**config.mk**
```make
export PLATFORM = sky130hd
export DESIGN_NAME = iscw_device_flat
export DESIGN_NICKNAME = d
export VERILOG_FILES = /design/src/inc/iscw_pkg.sv /design/src/inc/iscw_link_if.sv /design/src/iscw_retrig_timer.sv /design/src/iscw_device.sv /design/src/flat_wrapper.sv
export SDC_FILE = /design/constraint.sdc
export NUM_CORES = 1
export LEC_CHECK = 0
export BUFFER_PORTS_ARGS = -buffer_cell sky130_fd_sc_hd__buf_2
export CORE_MARGIN = 4
export CORE_UTILIZATION = 45
export DETAILED_ROUTE_END_ITERATION = 10
export PLACE_DENSITY = 0.73
export REMOVE_ABC_BUFFERS = 1
export SYNTH_ARGS = -nofsm -noshare
export SYNTH_HDL_FRONTEND = slang
export SYNTH_SLANG_ARGS = --single-unit
```
**constraint.sdc**
```tcl
create_clock -name sys_clk -period 15.2 [get_ports sys_clk]
set_input_delay 0.76 -clock sys_clk [delete_from_list [all_inputs] [get_ports sys_clk]]
set_output_delay 0.76 -clock sys_clk [all_outputs]
set_load 0.005 [all_outputs]
```
**src/inc/iscw_pkg.sv**
```systemverilog
// Package: shared constants and types for the isolated serial converter and watchdog
package iscw_pkg;
  localparam int unsigned CLK_HZ = 200_000_000;
  localparam int unsigned CTRL_STAGES = 6;
  localparam int unsigned STAGE_W = 8;
  localparam int unsigned CTRL_W = CTRL_STAGES * STAGE_W;
  localparam int unsigned STAT_W = 16;
  localparam int unsigned BURST_BITS = 24;
  localparam int unsigned BLOCKS = 5;
  localparam int unsigned ATTEMPTS = 3;
  localparam int unsigned PRELOAD_BURSTS = 2;
  localparam int unsigned READ_BURSTS = 3;
  localparam int unsigned STROBE_COUNT = 2;
  // Times in milliseconds, as printed
  localparam int unsigned T_TRIP_DELAY_MS = 47;
  localparam int unsigned T_POWERON_HOLD_MS = 80;
  localparam int unsigned T_VERIFY_MS = 470;
  localparam int unsigned T_PANEL_MS = 100;
  localparam int unsigned T_ALIVE_MS = 8;
  localparam int unsigned T_XFER_MS = 40;
  localparam int unsigned T_RETRIG_MS = 18;
  localparam int unsigned T_GATE_MS = 470;
  localparam int unsigned CYC_PER_MS = CLK_HZ / 1000;
  // Default cycle counts; the modules expose them as parameters
  localparam int unsigned CYC_TRIP_DELAY = T_TRIP_DELAY_MS * CYC_PER_MS;
  localparam int unsigned CYC_POWERON_HOLD = T_POWERON_HOLD_MS * CYC_PER_MS;
  localparam int unsigned CYC_VERIFY = T_VERIFY_MS * CYC_PER_MS;
  localparam int unsigned CYC_PANEL = T_PANEL_MS * CYC_PER_MS;
  localparam int unsigned CYC_ALIVE = T_ALIVE_MS * CYC_PER_MS;
  localparam int unsigned CYC_XFER = T_XFER_MS * CYC_PER_MS;
  localparam int unsigned CYC_RETRIG = T_RETRIG_MS * CYC_PER_MS;
  localparam int unsigned CYC_GATE = T_GATE_MS * CYC_PER_MS;
  localparam int unsigned TMR_W = 32;
  localparam int unsigned LINK_DIV = 16;
  localparam int unsigned DIV_W = 8;
  localparam int unsigned BIT_W = 5;
  localparam int unsigned CNT_W = 4;
  localparam int unsigned FAIL_BIT = 15;
  typedef logic [CTRL_W-1:0] iscw_ctrl_t;
  typedef logic [STAT_W-1:0] iscw_stat_t;
endpackage

```
**src/inc/iscw_link_if.sv**
```systemverilog
// Interface: isolated serial link between host adaptor and converter
`timescale 1ns/1ps
interface iscw_link_if;
  logic link_clk;
  logic ser_in;
  logic ser_out;
  logic strobe;
  logic alive_pulse;
  logic alive_gate_trigger;
  modport host (output link_clk, output ser_in, input ser_out, output strobe,
    output alive_pulse, output alive_gate_trigger);
  modport dev (input link_clk, input ser_in, output ser_out, input strobe,
    input alive_pulse, input alive_gate_trigger);
endinterface

```
**src/iscw_retrig_timer.sv**
```systemverilog
// Retriggerable timer counting system clocks
`timescale 1ns/1ps
module iscw_retrig_timer #(
  parameter int unsigned DUR = 1
) (
  input wire logic sys_clk,
  input wire logic rst,
  input wire logic ce,
  input wire logic trig,
  input wire logic hold,
  output logic running
);
  import iscw_pkg::*;
  logic [TMR_W-1:0] count;
  wire logic at_end = (count == TMR_W'(DUR));
  always_ff @(posedge sys_clk or posedge rst) begin
    if (rst) begin
      count <= '0;
      running <= 1'b0;
    end else if (ce) begin
      if (hold) begin
        count <= '0;
        running <= 1'b0;
      end else if (trig) begin
        count <= '0;
        running <= 1'b1;
      end else if (running) begin
        count <= count + TMR_W'(1);
        if (at_end) begin
          running <= 1'b0;
        end
      end
    end
  end
endmodule // iscw_retrig_timer

```
**src/iscw_device.sv**
```systemverilog
// Isolated side: serial/parallel converter and safety watchdog
`timescale 1ns/1ps
module iscw_device #(
  parameter int unsigned CYC_TRIP_DELAY_P = iscw_pkg::CYC_TRIP_DELAY,
  parameter int unsigned CYC_POWERON_P = iscw_pkg::CYC_POWERON_HOLD,
  parameter int unsigned CYC_VERIFY_P = iscw_pkg::CYC_VERIFY,
  parameter int unsigned CYC_PANEL_P = iscw_pkg::CYC_PANEL,
  parameter int unsigned CYC_RETRIG_P = iscw_pkg::CYC_RETRIG,
  parameter int unsigned CYC_GATE_P = iscw_pkg::CYC_GATE
) (
  input wire logic sys_clk,
  input wire logic rst,
  input wire logic ce,
  iscw_link_if.dev link,
  input wire logic panel_reset,
  input wire iscw_pkg::iscw_stat_t status_in,
  output iscw_pkg::iscw_ctrl_t ctrl_out,
  output iscw_pkg::iscw_ctrl_t ctrl_oe,
  output logic safety_trip,
  output logic safety_trip_n,
  output logic delayed_safety_trip,
  output logic delayed_trip_short
);
  import iscw_pkg::*;
  ////////////////////////////////////////////////////////////////////////////
  // Input synchronisers
  logic [1:0] s_clk, s_din, s_stb, s_alive, s_gate, s_panel;
  logic clk_prev, stb_prev, alive_prev, gate_prev;
  always_ff @(posedge sys_clk or posedge rst) begin
    if (rst) begin
      s_clk <= '0;
      s_din <= '0;
      s_stb <= '0;
      s_alive <= '0;
      s_gate <= '0;
      s_panel <= '0;
      clk_prev <= 1'b0;
      stb_prev <= 1'b0;
      alive_prev <= 1'b0;
      gate_prev <= 1'b0;
    end else if (ce) begin
      s_clk <= {s_clk[0], link.link_clk};
      s_din <= {s_din[0], link.ser_in};
      s_stb <= {s_stb[0], link.strobe};
      s_alive <= {s_alive[0], link.alive_pulse};
      s_gate <= {s_gate[0], link.alive_gate_trigger};
      s_panel <= {s_panel[0], panel_reset};
      clk_prev <= s_clk[1];
      stb_prev <= s_stb[1];
      alive_prev <= s_alive[1];
      gate_prev <= s_gate[1];
    end
  end
  // Inverted clock rises where the link clock falls, mid-bit, so data has settled
  wire logic shift_evt = clk_prev & ~s_clk[1];
  wire logic stb_rise = s_stb[1] & ~stb_prev;
  wire logic alive_rise = s_alive[1] & ~alive_prev;
  wire logic gate_rise = s_gate[1] & ~gate_prev;
  wire logic strobe_lvl = s_stb[1];
  wire logic panel_lvl = s_panel[1];
  ////////////////////////////////////////////////////////////////////////////
  // Shift chain and latches
  iscw_ctrl_t ctrl_shift;
  iscw_ctrl_t ctrl_latch;
  iscw_stat_t stat_shift;
  logic ser_out_q;
  wire iscw_ctrl_t next_ctrl_shift = {ctrl_shift[CTRL_W-2:0], s_din[1]};
  wire iscw_stat_t next_stat_shift = {stat_shift[STAT_W-2:0], ctrl_shift[CTRL_W-1]};
  // Fail bit carries the inverted trip level, held high while the start-up window is open
  wire iscw_stat_t stat_capture = {safety_trip_n, status_in[FAIL_BIT-1:0]};
  always_ff @(posedge sys_clk or posedge rst) begin
    if (rst) begin
      ctrl_shift <= '0;
      stat_shift <= '0;
      ctrl_latch <= '0;
      ser_out_q <= 1'b0;
    end else if (ce) begin
      if (strobe_lvl) begin
        ctrl_latch <= ctrl_shift;
        stat_shift <= stat_capture;
      end else if (shift_evt) begin
        ctrl_shift <= next_ctrl_shift;
        stat_shift <= next_stat_shift;
      end
      // Without shift edges or a strobe the registers keep their contents
      ser_out_q <= stat_shift[STAT_W-1];
    end
  end
  assign link.ser_out = ser_out_q;
  ////////////////////////////////////////////////////////////////////////////
  // Power-on and panel-reset windows
  logic [TMR_W-1:0] por_cnt, verify_cnt, panel_cnt;
  logic [1:0] stb_seen;
  wire logic por_done = (por_cnt == TMR_W'(CYC_POWERON_P));
  wire logic verify_open = (verify_cnt != TMR_W'(CYC_VERIFY_P));
  wire logic panel_open = (panel_cnt != TMR_W'(CYC_PANEL_P));
  wire logic armed = (stb_seen == 2'(STROBE_COUNT));
  always_ff @(posedge sys_clk or posedge rst) begin
    if (rst) begin
      por_cnt <= '0;
      verify_cnt <= '0;
      panel_cnt <= TMR_W'(CYC_PANEL_P);
      stb_seen <= '0;
    end else if (ce) begin
      if (!por_done) begin
        por_cnt <= por_cnt + TMR_W'(1);
      end else if (stb_rise && !armed) begin
        stb_seen <= stb_seen + 2'd1;
      end
      if (verify_open) begin
        verify_cnt <= verify_cnt + TMR_W'(1);
      end
      if (panel_lvl) begin
        panel_cnt <= '0;
      end else if (panel_open) begin
        panel_cnt <= panel_cnt + TMR_W'(1);
      end
    end
  end
  ////////////////////////////////////////////////////////////////////////////
  // Alive gating and retrigger timer
  logic gate_on, alive_on;
  iscw_retrig_timer #(.DUR(CYC_GATE_P)) u_gate (
    .sys_clk(sys_clk),
    .rst(rst),
    .ce(ce),
    .trig(gate_rise),
    .hold(1'b0),
    .running(gate_on)
  );
  wire logic alive_ok = alive_rise & gate_on;
  iscw_retrig_timer #(.DUR(CYC_RETRIG_P)) u_alive (
    .sys_clk(sys_clk),
    .rst(rst),
    .ce(ce),
    .trig(alive_ok),
    .hold(~armed),
    .running(alive_on)
  );
  wire logic fault = ~alive_on;
  // Reset windows only allow clearing, never override a live fault
  wire logic clear_win = verify_open | panel_open | panel_lvl;
  // Fault wins over a clearing window; the fail bit takes the inverse of the same value once the start-up window has closed
  wire logic next_safety_trip = fault | (safety_trip & ~clear_win);
  ////////////////////////////////////////////////////////////////////////////
  // Trip flip-flops
  logic [TMR_W-1:0] del_cnt;
  wire logic del_done = (del_cnt == TMR_W'(CYC_TRIP_DELAY_P));
  logic del_trip;
  always_ff @(posedge sys_clk or posedge rst) begin
    if (rst) begin
      safety_trip <= 1'b1;
      safety_trip_n <= 1'b1;
      del_trip <= 1'b1;
      del_cnt <= '0;
    end else if (ce) begin
      safety_trip <= next_safety_trip;
      // Fail report masked while the start-up window is open
      safety_trip_n <= verify_open ? 1'b1 : ~next_safety_trip;
      if (!safety_trip) begin
        del_cnt <= '0;
      end else if (!del_done) begin
        del_cnt <= del_cnt + TMR_W'(1);
      end
      if (!armed) begin
        del_trip <= 1'b1;
      end else if (safety_trip && del_done) begin
        del_trip <= 1'b1;
      end else if (!safety_trip && clear_win) begin
        del_trip <= 1'b0;
      end else if (!safety_trip && verify_open) begin
        del_trip <= 1'b0;
      end
    end
  end
  always_ff @(posedge sys_clk or posedge rst) begin
    if (rst) begin
      delayed_safety_trip <= 1'b1;
      delayed_trip_short <= 1'b1;
      ctrl_out <= '0;
      ctrl_oe <= '0;
    end else if (ce) begin
      delayed_safety_trip <= del_trip;
      delayed_trip_short <= del_trip;
      ctrl_out <= ctrl_latch;
      ctrl_oe <= {CTRL_W{~del_trip}};
    end
  end
endmodule // iscw_device

```
**src/flat_wrapper.sv**
```systemverilog
// flat-port wrapper written by rule: the top's interface ports become plain ports
module iscw_device_flat import iscw_pkg::*;
#(
  parameter int unsigned CYC_TRIP_DELAY_P = iscw_pkg::CYC_TRIP_DELAY,
  parameter int unsigned CYC_POWERON_P = iscw_pkg::CYC_POWERON_HOLD,
  parameter int unsigned CYC_VERIFY_P = iscw_pkg::CYC_VERIFY,
  parameter int unsigned CYC_PANEL_P = iscw_pkg::CYC_PANEL,
  parameter int unsigned CYC_RETRIG_P = iscw_pkg::CYC_RETRIG,
  parameter int unsigned CYC_GATE_P = iscw_pkg::CYC_GATE
)
  (sys_clk, rst, ce, panel_reset, status_in, ctrl_out, ctrl_oe, safety_trip, safety_trip_n, delayed_safety_trip, delayed_trip_short, link_link_clk, link_ser_in, link_ser_out, link_strobe, link_alive_pulse, link_alive_gate_trigger);
  iscw_link_if link_i ();
  input wire logic sys_clk;
  input wire logic rst;
  input wire logic ce;
  input wire logic panel_reset;
  input wire iscw_pkg::iscw_stat_t status_in;
  output iscw_pkg::iscw_ctrl_t ctrl_out;
  output iscw_pkg::iscw_ctrl_t ctrl_oe;
  output logic safety_trip;
  output logic safety_trip_n;
  output logic delayed_safety_trip;
  output logic delayed_trip_short;
  input wire logic [$bits(link_i.link_clk)-1:0] link_link_clk;
  input wire logic [$bits(link_i.ser_in)-1:0] link_ser_in;
  output wire logic [$bits(link_i.ser_out)-1:0] link_ser_out;
  input wire logic [$bits(link_i.strobe)-1:0] link_strobe;
  input wire logic [$bits(link_i.alive_pulse)-1:0] link_alive_pulse;
  input wire logic [$bits(link_i.alive_gate_trigger)-1:0] link_alive_gate_trigger;
  assign link_i.link_clk = link_link_clk;
  assign link_i.ser_in = link_ser_in;
  assign link_ser_out = link_i.ser_out;
  assign link_i.strobe = link_strobe;
  assign link_i.alive_pulse = link_alive_pulse;
  assign link_i.alive_gate_trigger = link_alive_gate_trigger;
  iscw_device #(.CYC_TRIP_DELAY_P(CYC_TRIP_DELAY_P), .CYC_POWERON_P(CYC_POWERON_P), .CYC_VERIFY_P(CYC_VERIFY_P), .CYC_PANEL_P(CYC_PANEL_P), .CYC_RETRIG_P(CYC_RETRIG_P), .CYC_GATE_P(CYC_GATE_P)) u_core (.sys_clk(sys_clk), .rst(rst), .ce(ce), .link(link_i), .panel_reset(panel_reset), .status_in(status_in), .ctrl_out(ctrl_out), .ctrl_oe(ctrl_oe), .safety_trip(safety_trip), .safety_trip_n(safety_trip_n), .delayed_safety_trip(delayed_safety_trip), .delayed_trip_short(delayed_trip_short));
endmodule
```
[Word-level counts from Yosys, hierarchy flattened]
Cells that the tools add are included.
Word-level totals
  register bits after elaboration: 378
  bits of input ports: 25
  logic and storage cells: 108
Operators by class
  $add $sub $neg: 7
  eq/ne operators: 10
  mux-type cells: 23
  bitwise operators: 19
  reduce and logical (&&, ||, !) cells: 20
Operators by type and width (number)
  $mux 32: 9
  $add 32x1->32 const B: 6
  $eq 32x24->1 const B: 2
  $eq 32x22->1 const B: 1
  $eq 32x27->1 const B: 1
  $mux 16: 2
  $ne 32x25->1 const B: 1
  $ne 32x27->1 const B: 1
  $reduce_and 2->1: 9
  $mux 1: 12
  $not 1->1: 10
  $and 1x1->1: 6
  $reduce_and 3->1: 2
  $reduce_bool 2->1: 3
  $logic_and 1x1->1: 4
  $ne 4x4->1 const B: 1
  $ne 3x3->1 const B: 1
  $or 1x1->1: 3
  $add 2x1->2 const B: 1
  $eq 2x2->1 const B: 1
  $logic_not 1->1: 2
  $ne 2x2->1 const B: 1

[Logic depth before layout (Yosys ltp)]
Gate-level depths: netlist of run 1.
  word-level depth: 8
  depth in mapped cells: 9

[By module]
Synthesis of run 1 repeated with hierarchy kept, for this count alone.
Second synthesis, totals
  cells, all modules: 1570
  area, all modules: 17545.6 um2
By module, submodules not included
  iscw_device: times used 1, cells each 1201, area each 14063.5 um2, sequential area each 7822.5 um2
  iscw_retrig_timer (u_core.u_alive): times used 1, cells each 184, area each 1747.9 um2, sequential area each 825.8 um2
  iscw_retrig_timer (u_core.u_gate): times used 1, cells each 185, area each 1734.2 um2, sequential area each 825.8 um2

[Worst setup path before layout of run 1]
OpenSTA, ideal clock, no wires.
  path kind: input -> register
  start point: in ce
  end point: reg u_core.ctrl_shift[10]
  library setup time: 125 ps
  arrival time: 2497 ps
  data required time: 15075 ps
  slack: 12578 ps
  stages: 6
  buffers on the path: 3
  path through: clkbuf_1 inv_1 nor3b_1 clkbuf_1 buf_1 mux2_2
Between the ends
  longest elaborated chain between the ends: 1
RTL lines
  start, declared: line flat_wrapper.sv:15  | input wire logic ce;
  $reduce_and 3->1 (no line)
  end signal, assigned: line iscw_device.sv:82  | ctrl_shift <= next_ctrl_shift;
  end, declared: line iscw_device.sv:63  | iscw_ctrl_t ctrl_shift;
No other way between the ends.
A chain may end at the register's enable or synchronous reset.

[Worst setup path after layout of run 1]
  start point: in ce
  end point: reg u_core.por_cnt[31]
Between the ends
  longest elaborated chain between the ends: 1
RTL lines
  $reduce_and 2->1 (no line)
  end signal, assigned: line iscw_device.sv:106  | por_cnt <= por_cnt + TMR_W'(1);
  end, declared: line iscw_device.sv:92  | logic [TMR_W-1:0] por_cnt, verify_cnt, panel_cnt;
No other way between the ends.

==> results.py, run 1 <==
metrics = {
    "synthesis": {
        "synth_warnings": 0,
        "yosysSeqAreaShare": 0.533,
        "netlist_top_cells_area": "dfrtp_1 52%, mux2_2 10%, xnor2_1 3.3%",
        "ys_ff_latch": 378,
        "synth_top_area_share": 0.516,
        "syn_area_um2": 17800,
        "avgSynthCellArea_um2": 11.0,
        "synthCells": 1620,
        "yosys_most_used_dff": "dfrtp_1",
        "synth_edf_count": 0,
        "synth_top_cell_by_area": "dfrtp_1",
        "synth.distinct_cells": 62,
        "ys_async_sr_fraction": 1.00,
    },
    "layout": {
        "final_net_count": 1722,
        "final_cells": 2232,
        "area_delta_synth_final_pct": 12.1,
        "ff_latch_area_um2": 9470,
        "drive_above_1_share": 0.241,
        "diodes": 0,
        "final_area_um2": 19900,
        "nFillCells": 3351,
        "multi_input_area_um2": 7510,
    },
    "placement": {
        "port_buffers": 124,
        "place_hpwl_um": 23700,
        "placed_cell_area_um2": 18600,
        "dp.cells": 2160,
        "finalWeightedCongestion": 0.842,
    },
    "floorplan": {
        "dieWidth_um": 207,
        "die_h_um": 207,
        "rows": 72,
        "pin_count": 126,
        "coreArea_um2": 38800,
        "dieArea_um2": 42700,
        "start_util": 0.458,
    },
    "sta": {
        "skew_ns": 0.0147,
        "tightest_slew_ns": 1.08,
        "rsz0062_at_grt": "no",
        "slew_viol_final": 0,
        "hold_viol": 0,
        "finalSetupViolCount": 0,
        "slew_headroom": 0.277,
        "timing.final.crit_share": 0.183,
        "tns_ns": 0,
        "layout_min_cycle_time_ns": 2.79,
        "max_freq_mhz": 359,
    },
    "detailed_routing": {
        "vias": 12600,
        "drc": 0,
        "ant_nets": 0,
        "wl_um": 36800,
        "drt-pass1-iter-count": 5,
        "vias_per_cell": 5.65,
        "initialDrtViolationCount": 930,
        "wire_per_inst_um": 16.5,
    },
    "clock_tree": {
        "htree_levels": 2,
        "cts_sinks": 378,
        "clk_pin_slew_ns": 0.06,
        "cts_tree": "built",
        "cts_hold_buf": 0,
        "cts-root-buf": "clkbuf_16",
        "post_cts_buffers": 0,
        "cts_buffers": 40,
        "clk_path_buf_depth": 3,
        "clk_latency_ns": 0.54,
        "cts_resized": 0,
    },
    "setup_path": {
        "cp-end-kind": "flip-flop",
        "startpoint_type": "input port",
        "setup.worst_path.start": "ce",
        "crit_chain": "buf_4 -> buf_4 -> and4_1 -> nand4_1 -> nor4_1 -> nand4_1 -> xnor2_1",
        "worstSetupPathType": "in -> reg",
        "worst_path_max_delay_cell": "nor4_1",
        "max_stage_delay_ns": 0.74,
        "cp_max_fo": 45,
        "required_ns": 15.62,
        "arrival_ns": 3.21,
        "reg2reg_from": "u_core.s_panel[1]",
    },
    "run": {
        "max-cap-violations": 0,
    },
    "power_and_ir_drop": {
        "swShare": 0.253,
        "power_frac_seq": 0.488,
        "power_density_nw_per_um2": 120,
        "internal-power_mw": 1.79,
        "power.share.clock": 0.416,
        "power_leakage_nw": 9.09,
        "comb_power_share": 0.097,
        "peakVddDrop_uv": 114,
        "switchingPower_mw": 0.607,
    },
    "global_routing": {
        "grt_pass1_wl_um": 61300,
        "antenna_found_initial": 4,
        "overflow": 0,
        "grt.total_usage": 0.170,
        "grt_max_degree": 103,
        "grt_pass1_vias": 12200,
    },
    "status": {
        "outcome": "completed",
    },
    "min_path": {
        "hold_class": "in -> async",
    },
}
==> worst max-delay path: cells and delay by family <==
family | cells | cell delay [ns]
buffers and inverters | 2 | 0.85
and+or+nand+nor | 4 | 1.39
xor gates and xnor gates | 1 | 0.17
==> layout by cell type, fill, tap and decap left out, types with 6 or more instances in the layout <==
master / synthesis / routed
inv_1: 39 / 38
and2_1: 13 / 13
xnor2_1: 66 / 66
or4_1: 10 / 10
ha_1: 13 / 13
xor2_1: 38 / 38
mux2i_1: 23 / 23
and3_1: 27 / 27
or4b_2: 6 / 6
nor2_1: 91 / 91
a31oi_1: 13 / 13
nand3_1: 80 / 80
clkbuf_16: 0 / 40
a21oi_1: 26 / 26
or3_1: 23 / 23
nand4_1: 58 / 58
mux2_2: 163 / 163
dfstp_2: 12 / 12
and4_1: 13 / 13
nor3_1: 22 / 22
nor4_1: 43 / 43
dfrtp_1: 366 / 366
clkbuf_8: 0 / 9
clkinv_2: 0 / 8
o21ai_0: 100 / 98
o211ai_1: 8 / 8
o31ai_1: 30 / 30
or2_2: 8 / 8
nand2_1: 123 / 122
buf_4: 48 / 19
o41ai_1: 8 / 8
buf_2: 3 / 123
nor4b_1: 20 / 20
nor2b_1: 8 / 8
==> final cells by class <==
class	instances	area share
multi-input cells	1082	0.377
flip-flops and latches	378	0.476
inverters	40	0.00792
clock buffers	54	0.0574
well taps	518	0.0325
repair buffers	142	0.0381
clock inverters	18	0.0109
==> cells by family after synthesis <==
logic type               synth area share
AND/OR/NAND/NOR                     0.170
flip-flops                          0.533
AO/OA/AOI/OAI                      0.0750
multiplexers                        0.116
buffers and inverters              0.0446
XOR/XNOR                           0.0513
adder cells (fa/ha/maj)           0.00916
==> metrics by stage <==
| stage | total power, mW | util | hold slack [ns] | worst slack (ns) |
|---|---|---|---|---|
| after global placement | 1.41 | 0.478 | 0.458 | 11.87 |
| final | 2.40 | 0.513 | 0.356 | 12.41 |
| after global routing | 2.50 | 0.513 | 0.400 | 12.09 |
| after CTS | 2.42 | 0.513 | 0.367 | 12.41 |
| after detailed placement | 1.42 | 0.478 | 0.467 | 11.84 |
| after floorplan | 1.32 | - | 0.438 | 3.96 |
==> layer usage <==
metal | wire length [um] | track usage | vias to the layer above
li1 | - | - | 5915
met1 | 16400 | 0.235 | 6300
met2 | 17100 | 0.277 | 323
met3 | 2420 | 0.0377 | 74
met4 | 800 | 0.0437 | 8
met5 | 57 | 0 | -
==> synth_stat cells (10+ instances only) <==
master	count
o21ai_0	100
dfstp_2	12
or4_1	10
mux2i_1	23
xor2_1	38
nand2_1	123
dfrtp_1	366
and3_1	27
o31ai_1	30
mux2_2	163
nor3_1	22
clkbuf_1	60
buf_4	48
or3_1	23
nand4_1	58
nor4_1	43
and4_1	13
ha_1	13
nor2_1	91
a21oi_1	26
and2_1	13
nor4b_1	20
a31oi_1	13
inv_1	39
nand3_1	80
xnor2_1	66
==> sequential cells by signal (all words and copies together), names as in the netlist, 16 cells and up <==
name                  cells
u_core.verify_cnt        32
u_core.ctrl_out          48
u_core.u_gate.count      32
u_core.ctrl_latch        48
u_core.panel_cnt         32
u_core.por_cnt           32
u_core.ctrl_shift        48
u_core.del_cnt           32
u_core.u_alive.count     32
u_core.stat_shift        16
==> power groups by stage <==
stage | Sequential [mW] | Combinational [mW] | Clock (mW)
3_5_place_dp | 1.19 | 0.235 | 0
6_report | 1.17 | 0.232 | 0.996
5_1_grt | 1.18 | 0.264 | 1.06
2_1_floorplan | 1.17 | 0.157 | 0
3_3_place_gp | 1.18 | 0.226 | 0
4_1_cts | 1.17 | 0.237 | 1.02
==> final timing paths <==
path                                               to  slack, ns  depth (start not counted)
min in group sys_clk                  u_core.s_din[0]       0.45                          2
worst max-delay path               u_core.por_cnt[31]      12.41                          7
worst min-delay path             u_core.ctrl_latch[0]       0.36                          2
worst max register to register   u_core.panel_cnt[19]      12.42                          6
worst min register to register  u_core.verify_cnt[31]       0.47                          1
max in group asynchronous       u_core.verify_cnt[13]      12.55                          4
Note: power is estimated with default switching activity, not from simulation.
==> run 2: changes to the inputs <==
==> constraint.sdc (replaced) <==
create_clock -name sys_clk -period 2.8 [get_ports sys_clk]
set_input_delay 0.14 -clock sys_clk [delete_from_list [all_inputs] [get_ports sys_clk]]
set_output_delay 0.14 -clock sys_clk [all_outputs]
set_load 0.005 [all_outputs]
==> run 2 against run 1 <==
Count of clock-buffer cells in the layout rose by 8. Cell area up 2.3%. Via count rose by 0.66%. Power rose to 5.5 times the previous value. Sequential power grew to 5.4 times the previous value. Worst hold slack got worse by 0.28 ns. Global-route usage is 0.063 points higher. Setup slack got worse by 12 ns. Clock power rose to 5.6 times the previous value. Critical endpoint is now u_core.verify_cnt[1]. Largest power group unchanged.
==> results.py, run 2 (synthesized netlist as in run 1, its figures left out) <==
metrics = {
    "power_and_ir_drop": {
        "finalPower_mw": 13.2,
        "internal-power_mw": 9.90,
        "power_leakage_nw": 9.31,
        "swShare": 0.251,
        "comb_power_share": 0.100,
        "power_frac_seq": 0.479,
        "power.share.clock": 0.421,
        "power_density_nw_per_um2": 649,
        "switchingPower_mw": 3.32,
        "peakVddDrop_uv": 670,
    },
    "detailed_routing": {
        "wl_um": 36800,
        "ant_nets": 0,
        "wire_per_inst_um": 16.2,
        "drt-pass1-iter-count": 5,
        "vias": 12700,
        "vias_per_cell": 5.58,
        "drc": 0,
        "initialDrtViolationCount": 932,
    },
    "setup_path": {
        "startpoint_type": "flip-flop",
        "max_stage_delay_ns": 0.67,
        "r2r-end": "u_core.verify_cnt[1]",
        "crit_family": "simple AND/OR/NAND/NOR gates",
        "cp-end-kind": "flip-flop",
        "worstSetupPathType": "reg -> reg",
        "reg2reg_from": "u_core.verify_cnt[13]",
        "worst_path_max_delay_cell": "or4b_2",
        "arrival_ns": 2.87,
        "cp_max_fo": 7,
        "crit_chain": "or4b_2 -> or4_1 -> o21ai_2 -> mux2_2",
        "crit_buf_inv": 0,
        "required_ns": 3.21,
        "r2r_slack_ns": 0.34,
        "r2r_cells": 4,
    },
    "min_path": {
        "min_from": "ce",
        "hold_path_depth": 3,
        "holdPathEnd": "u_core.por_cnt[8]",
        "hold_class": "in -> reg",
    },
    "floorplan": {
        "dieArea_um2": 42700,
        "dieWidth_um": 207,
        "rows": 72,
        "die_h_um": 207,
        "coreArea_um2": 38800,
        "start_util": 0.458,
        "pin_count": 126,
    },
    "clock_tree": {
        "clk_latency_ns": 0.54,
        "htree_levels": 2,
        "clk_path_buf_depth": 3,
        "clk_pin_slew_ns": 0.06,
        "cts-root-buf": "clkbuf_16",
        "cts_sinks": 378,
        "cts_buffers": 40,
        "post_cts_buffers": 0,
        "cts_tree": "built",
    },
    "global_routing": {
        "grt_max_degree": 118,
        "grt_pass1_vias": 12300,
        "grt_pass1_wl_um": 61700,
        "grt.total_usage": 0.171,
        "antenna_found_initial": 3,
        "overflow": 0,
    },
    "sta": {
        "slew_viol_final": 0,
        "timing.final.crit_share": 0.877,
        "slew_headroom": 0.371,
        "hold_viol": 0,
        "layout_min_cycle_time_ns": 2.46,
        "fin_ws_ns": 0.345,
        "skew_ns": 0.0154,
        "rsz0062_at_grt": "no",
        "tightest_slew_ns": 0.943,
        "tns_ns": 0,
        "finalSetupViolCount": 0,
        "max_freq_mhz": 407,
        "hold_slack_ns": 0.0712,
    },
    "status": {
        "outcome": "completed",
    },
    "layout": {
        "area_delta_synth_final_pct": 14.7,
        "top_regs": "u_core.ctrl_latch x48, u_core.ctrl_out x48, u_core.ctrl_shift x48",
        "final_area_um2": 20400,
        "final_net_count": 1761,
        "drive_above_1_share": 0.243,
        "most-common-layout-cells": "366 x dfrtp_1, 163 x mux2_2, 123 x buf_2, 122 x nand2_1, 98 x o21ai_0",
        "layout_commonest_cell": "dfrtp_1",
    },
    "placement": {
        "port_buffers": 124,
        "finalWeightedCongestion": 0.827,
        "dp_slack_ns": 0.343,
        "place_hpwl_um": 23900,
        "placed_cell_area_um2": 18700,
    },
    "run": {
        "max-cap-violations": 0,
    },
}
run 2: changes by cell type in the layout (fill, tap and decap cells not counted), sizes merged:
cell and delta:
clkinvlp -2, buf +17, clkinv -6, dlygate4sd3 +22, clkbuf +8, inv +1
diode +3
run 2: through the flow:
| stage | utilization | instances |
|---|---|---|
| CTS | 0.525 | 2272 |
| finish | 0.525 | 2275 |
| global route | 0.525 | 2274 |
| global placement | 0.483 | 2177 |
| detailed placement | 0.483 | 2177 |
| floorplan | - | 1500 |
run 2: layout make-up:
| cell class | count | area [um2] |
|---|---|---|
| Tap cell | 518 | 648 |
| Clock buffer | 62 | 1210 |
| Timing Repair Buffer | 181 | 1170 |
| Sequential cell | 378 | 9470 |
| Inverter | 40 | 158 |
| Clock inverter | 11 | 188 |
| Multi-Input combinational cell | 1082 | 7510 |
| Antenna cell | 3 | 7.51 |
| Fill cell | 3323 | 18500 |
run 2: worst max-delay path by stage:
stage	to	depth (start not counted)	from
floorplan	u_core.alive_prev	1	rst
global placement	u_core.verify_cnt[1]	4	u_core.verify_cnt[13]
CTS	u_core.verify_cnt[1]	4	u_core.verify_cnt[13]
global route	u_core.stb_seen[1]	7	u_core.por_cnt[0]
finish	u_core.verify_cnt[1]	4	u_core.verify_cnt[13]
detailed placement	u_core.verify_cnt[1]	4	u_core.verify_cnt[15]
run 2: worst min-delay path, cell delays in order:
cell and delay (ns):
buf_4 0.21, nand3_1 0.12, xnor2_1 0.07
run 2: routing by layer:
layer	vias to the layer above	global-route usage	wire, um
met3	42	0.0398	2380
met5	-	0	0
li1	6013	-	-
met2	326	0.274	16900
met1	6322	0.240	16900
met4	0	0.0382	586
run 2: repair_timing:
item                       4_1_cts  5_1_grt
hold endpoints to repair        90        0
hold buffers                    22        0
gates resized for setup          0        0
setup endpoints to repair        0        0
run 2: power by group through the flow:
stage | Clock, mW | Sequential, mW | Combinational (mW)
global route | 5.94 | 6.39 | 1.52
detailed placement | 0 | 6.41 | 1.33
floorplan | 0 | 6.34 | 0.852
finish | 5.56 | 6.33 | 1.33
CTS | 5.69 | 6.33 | 1.36
global placement | 0 | 6.39 | 1.28
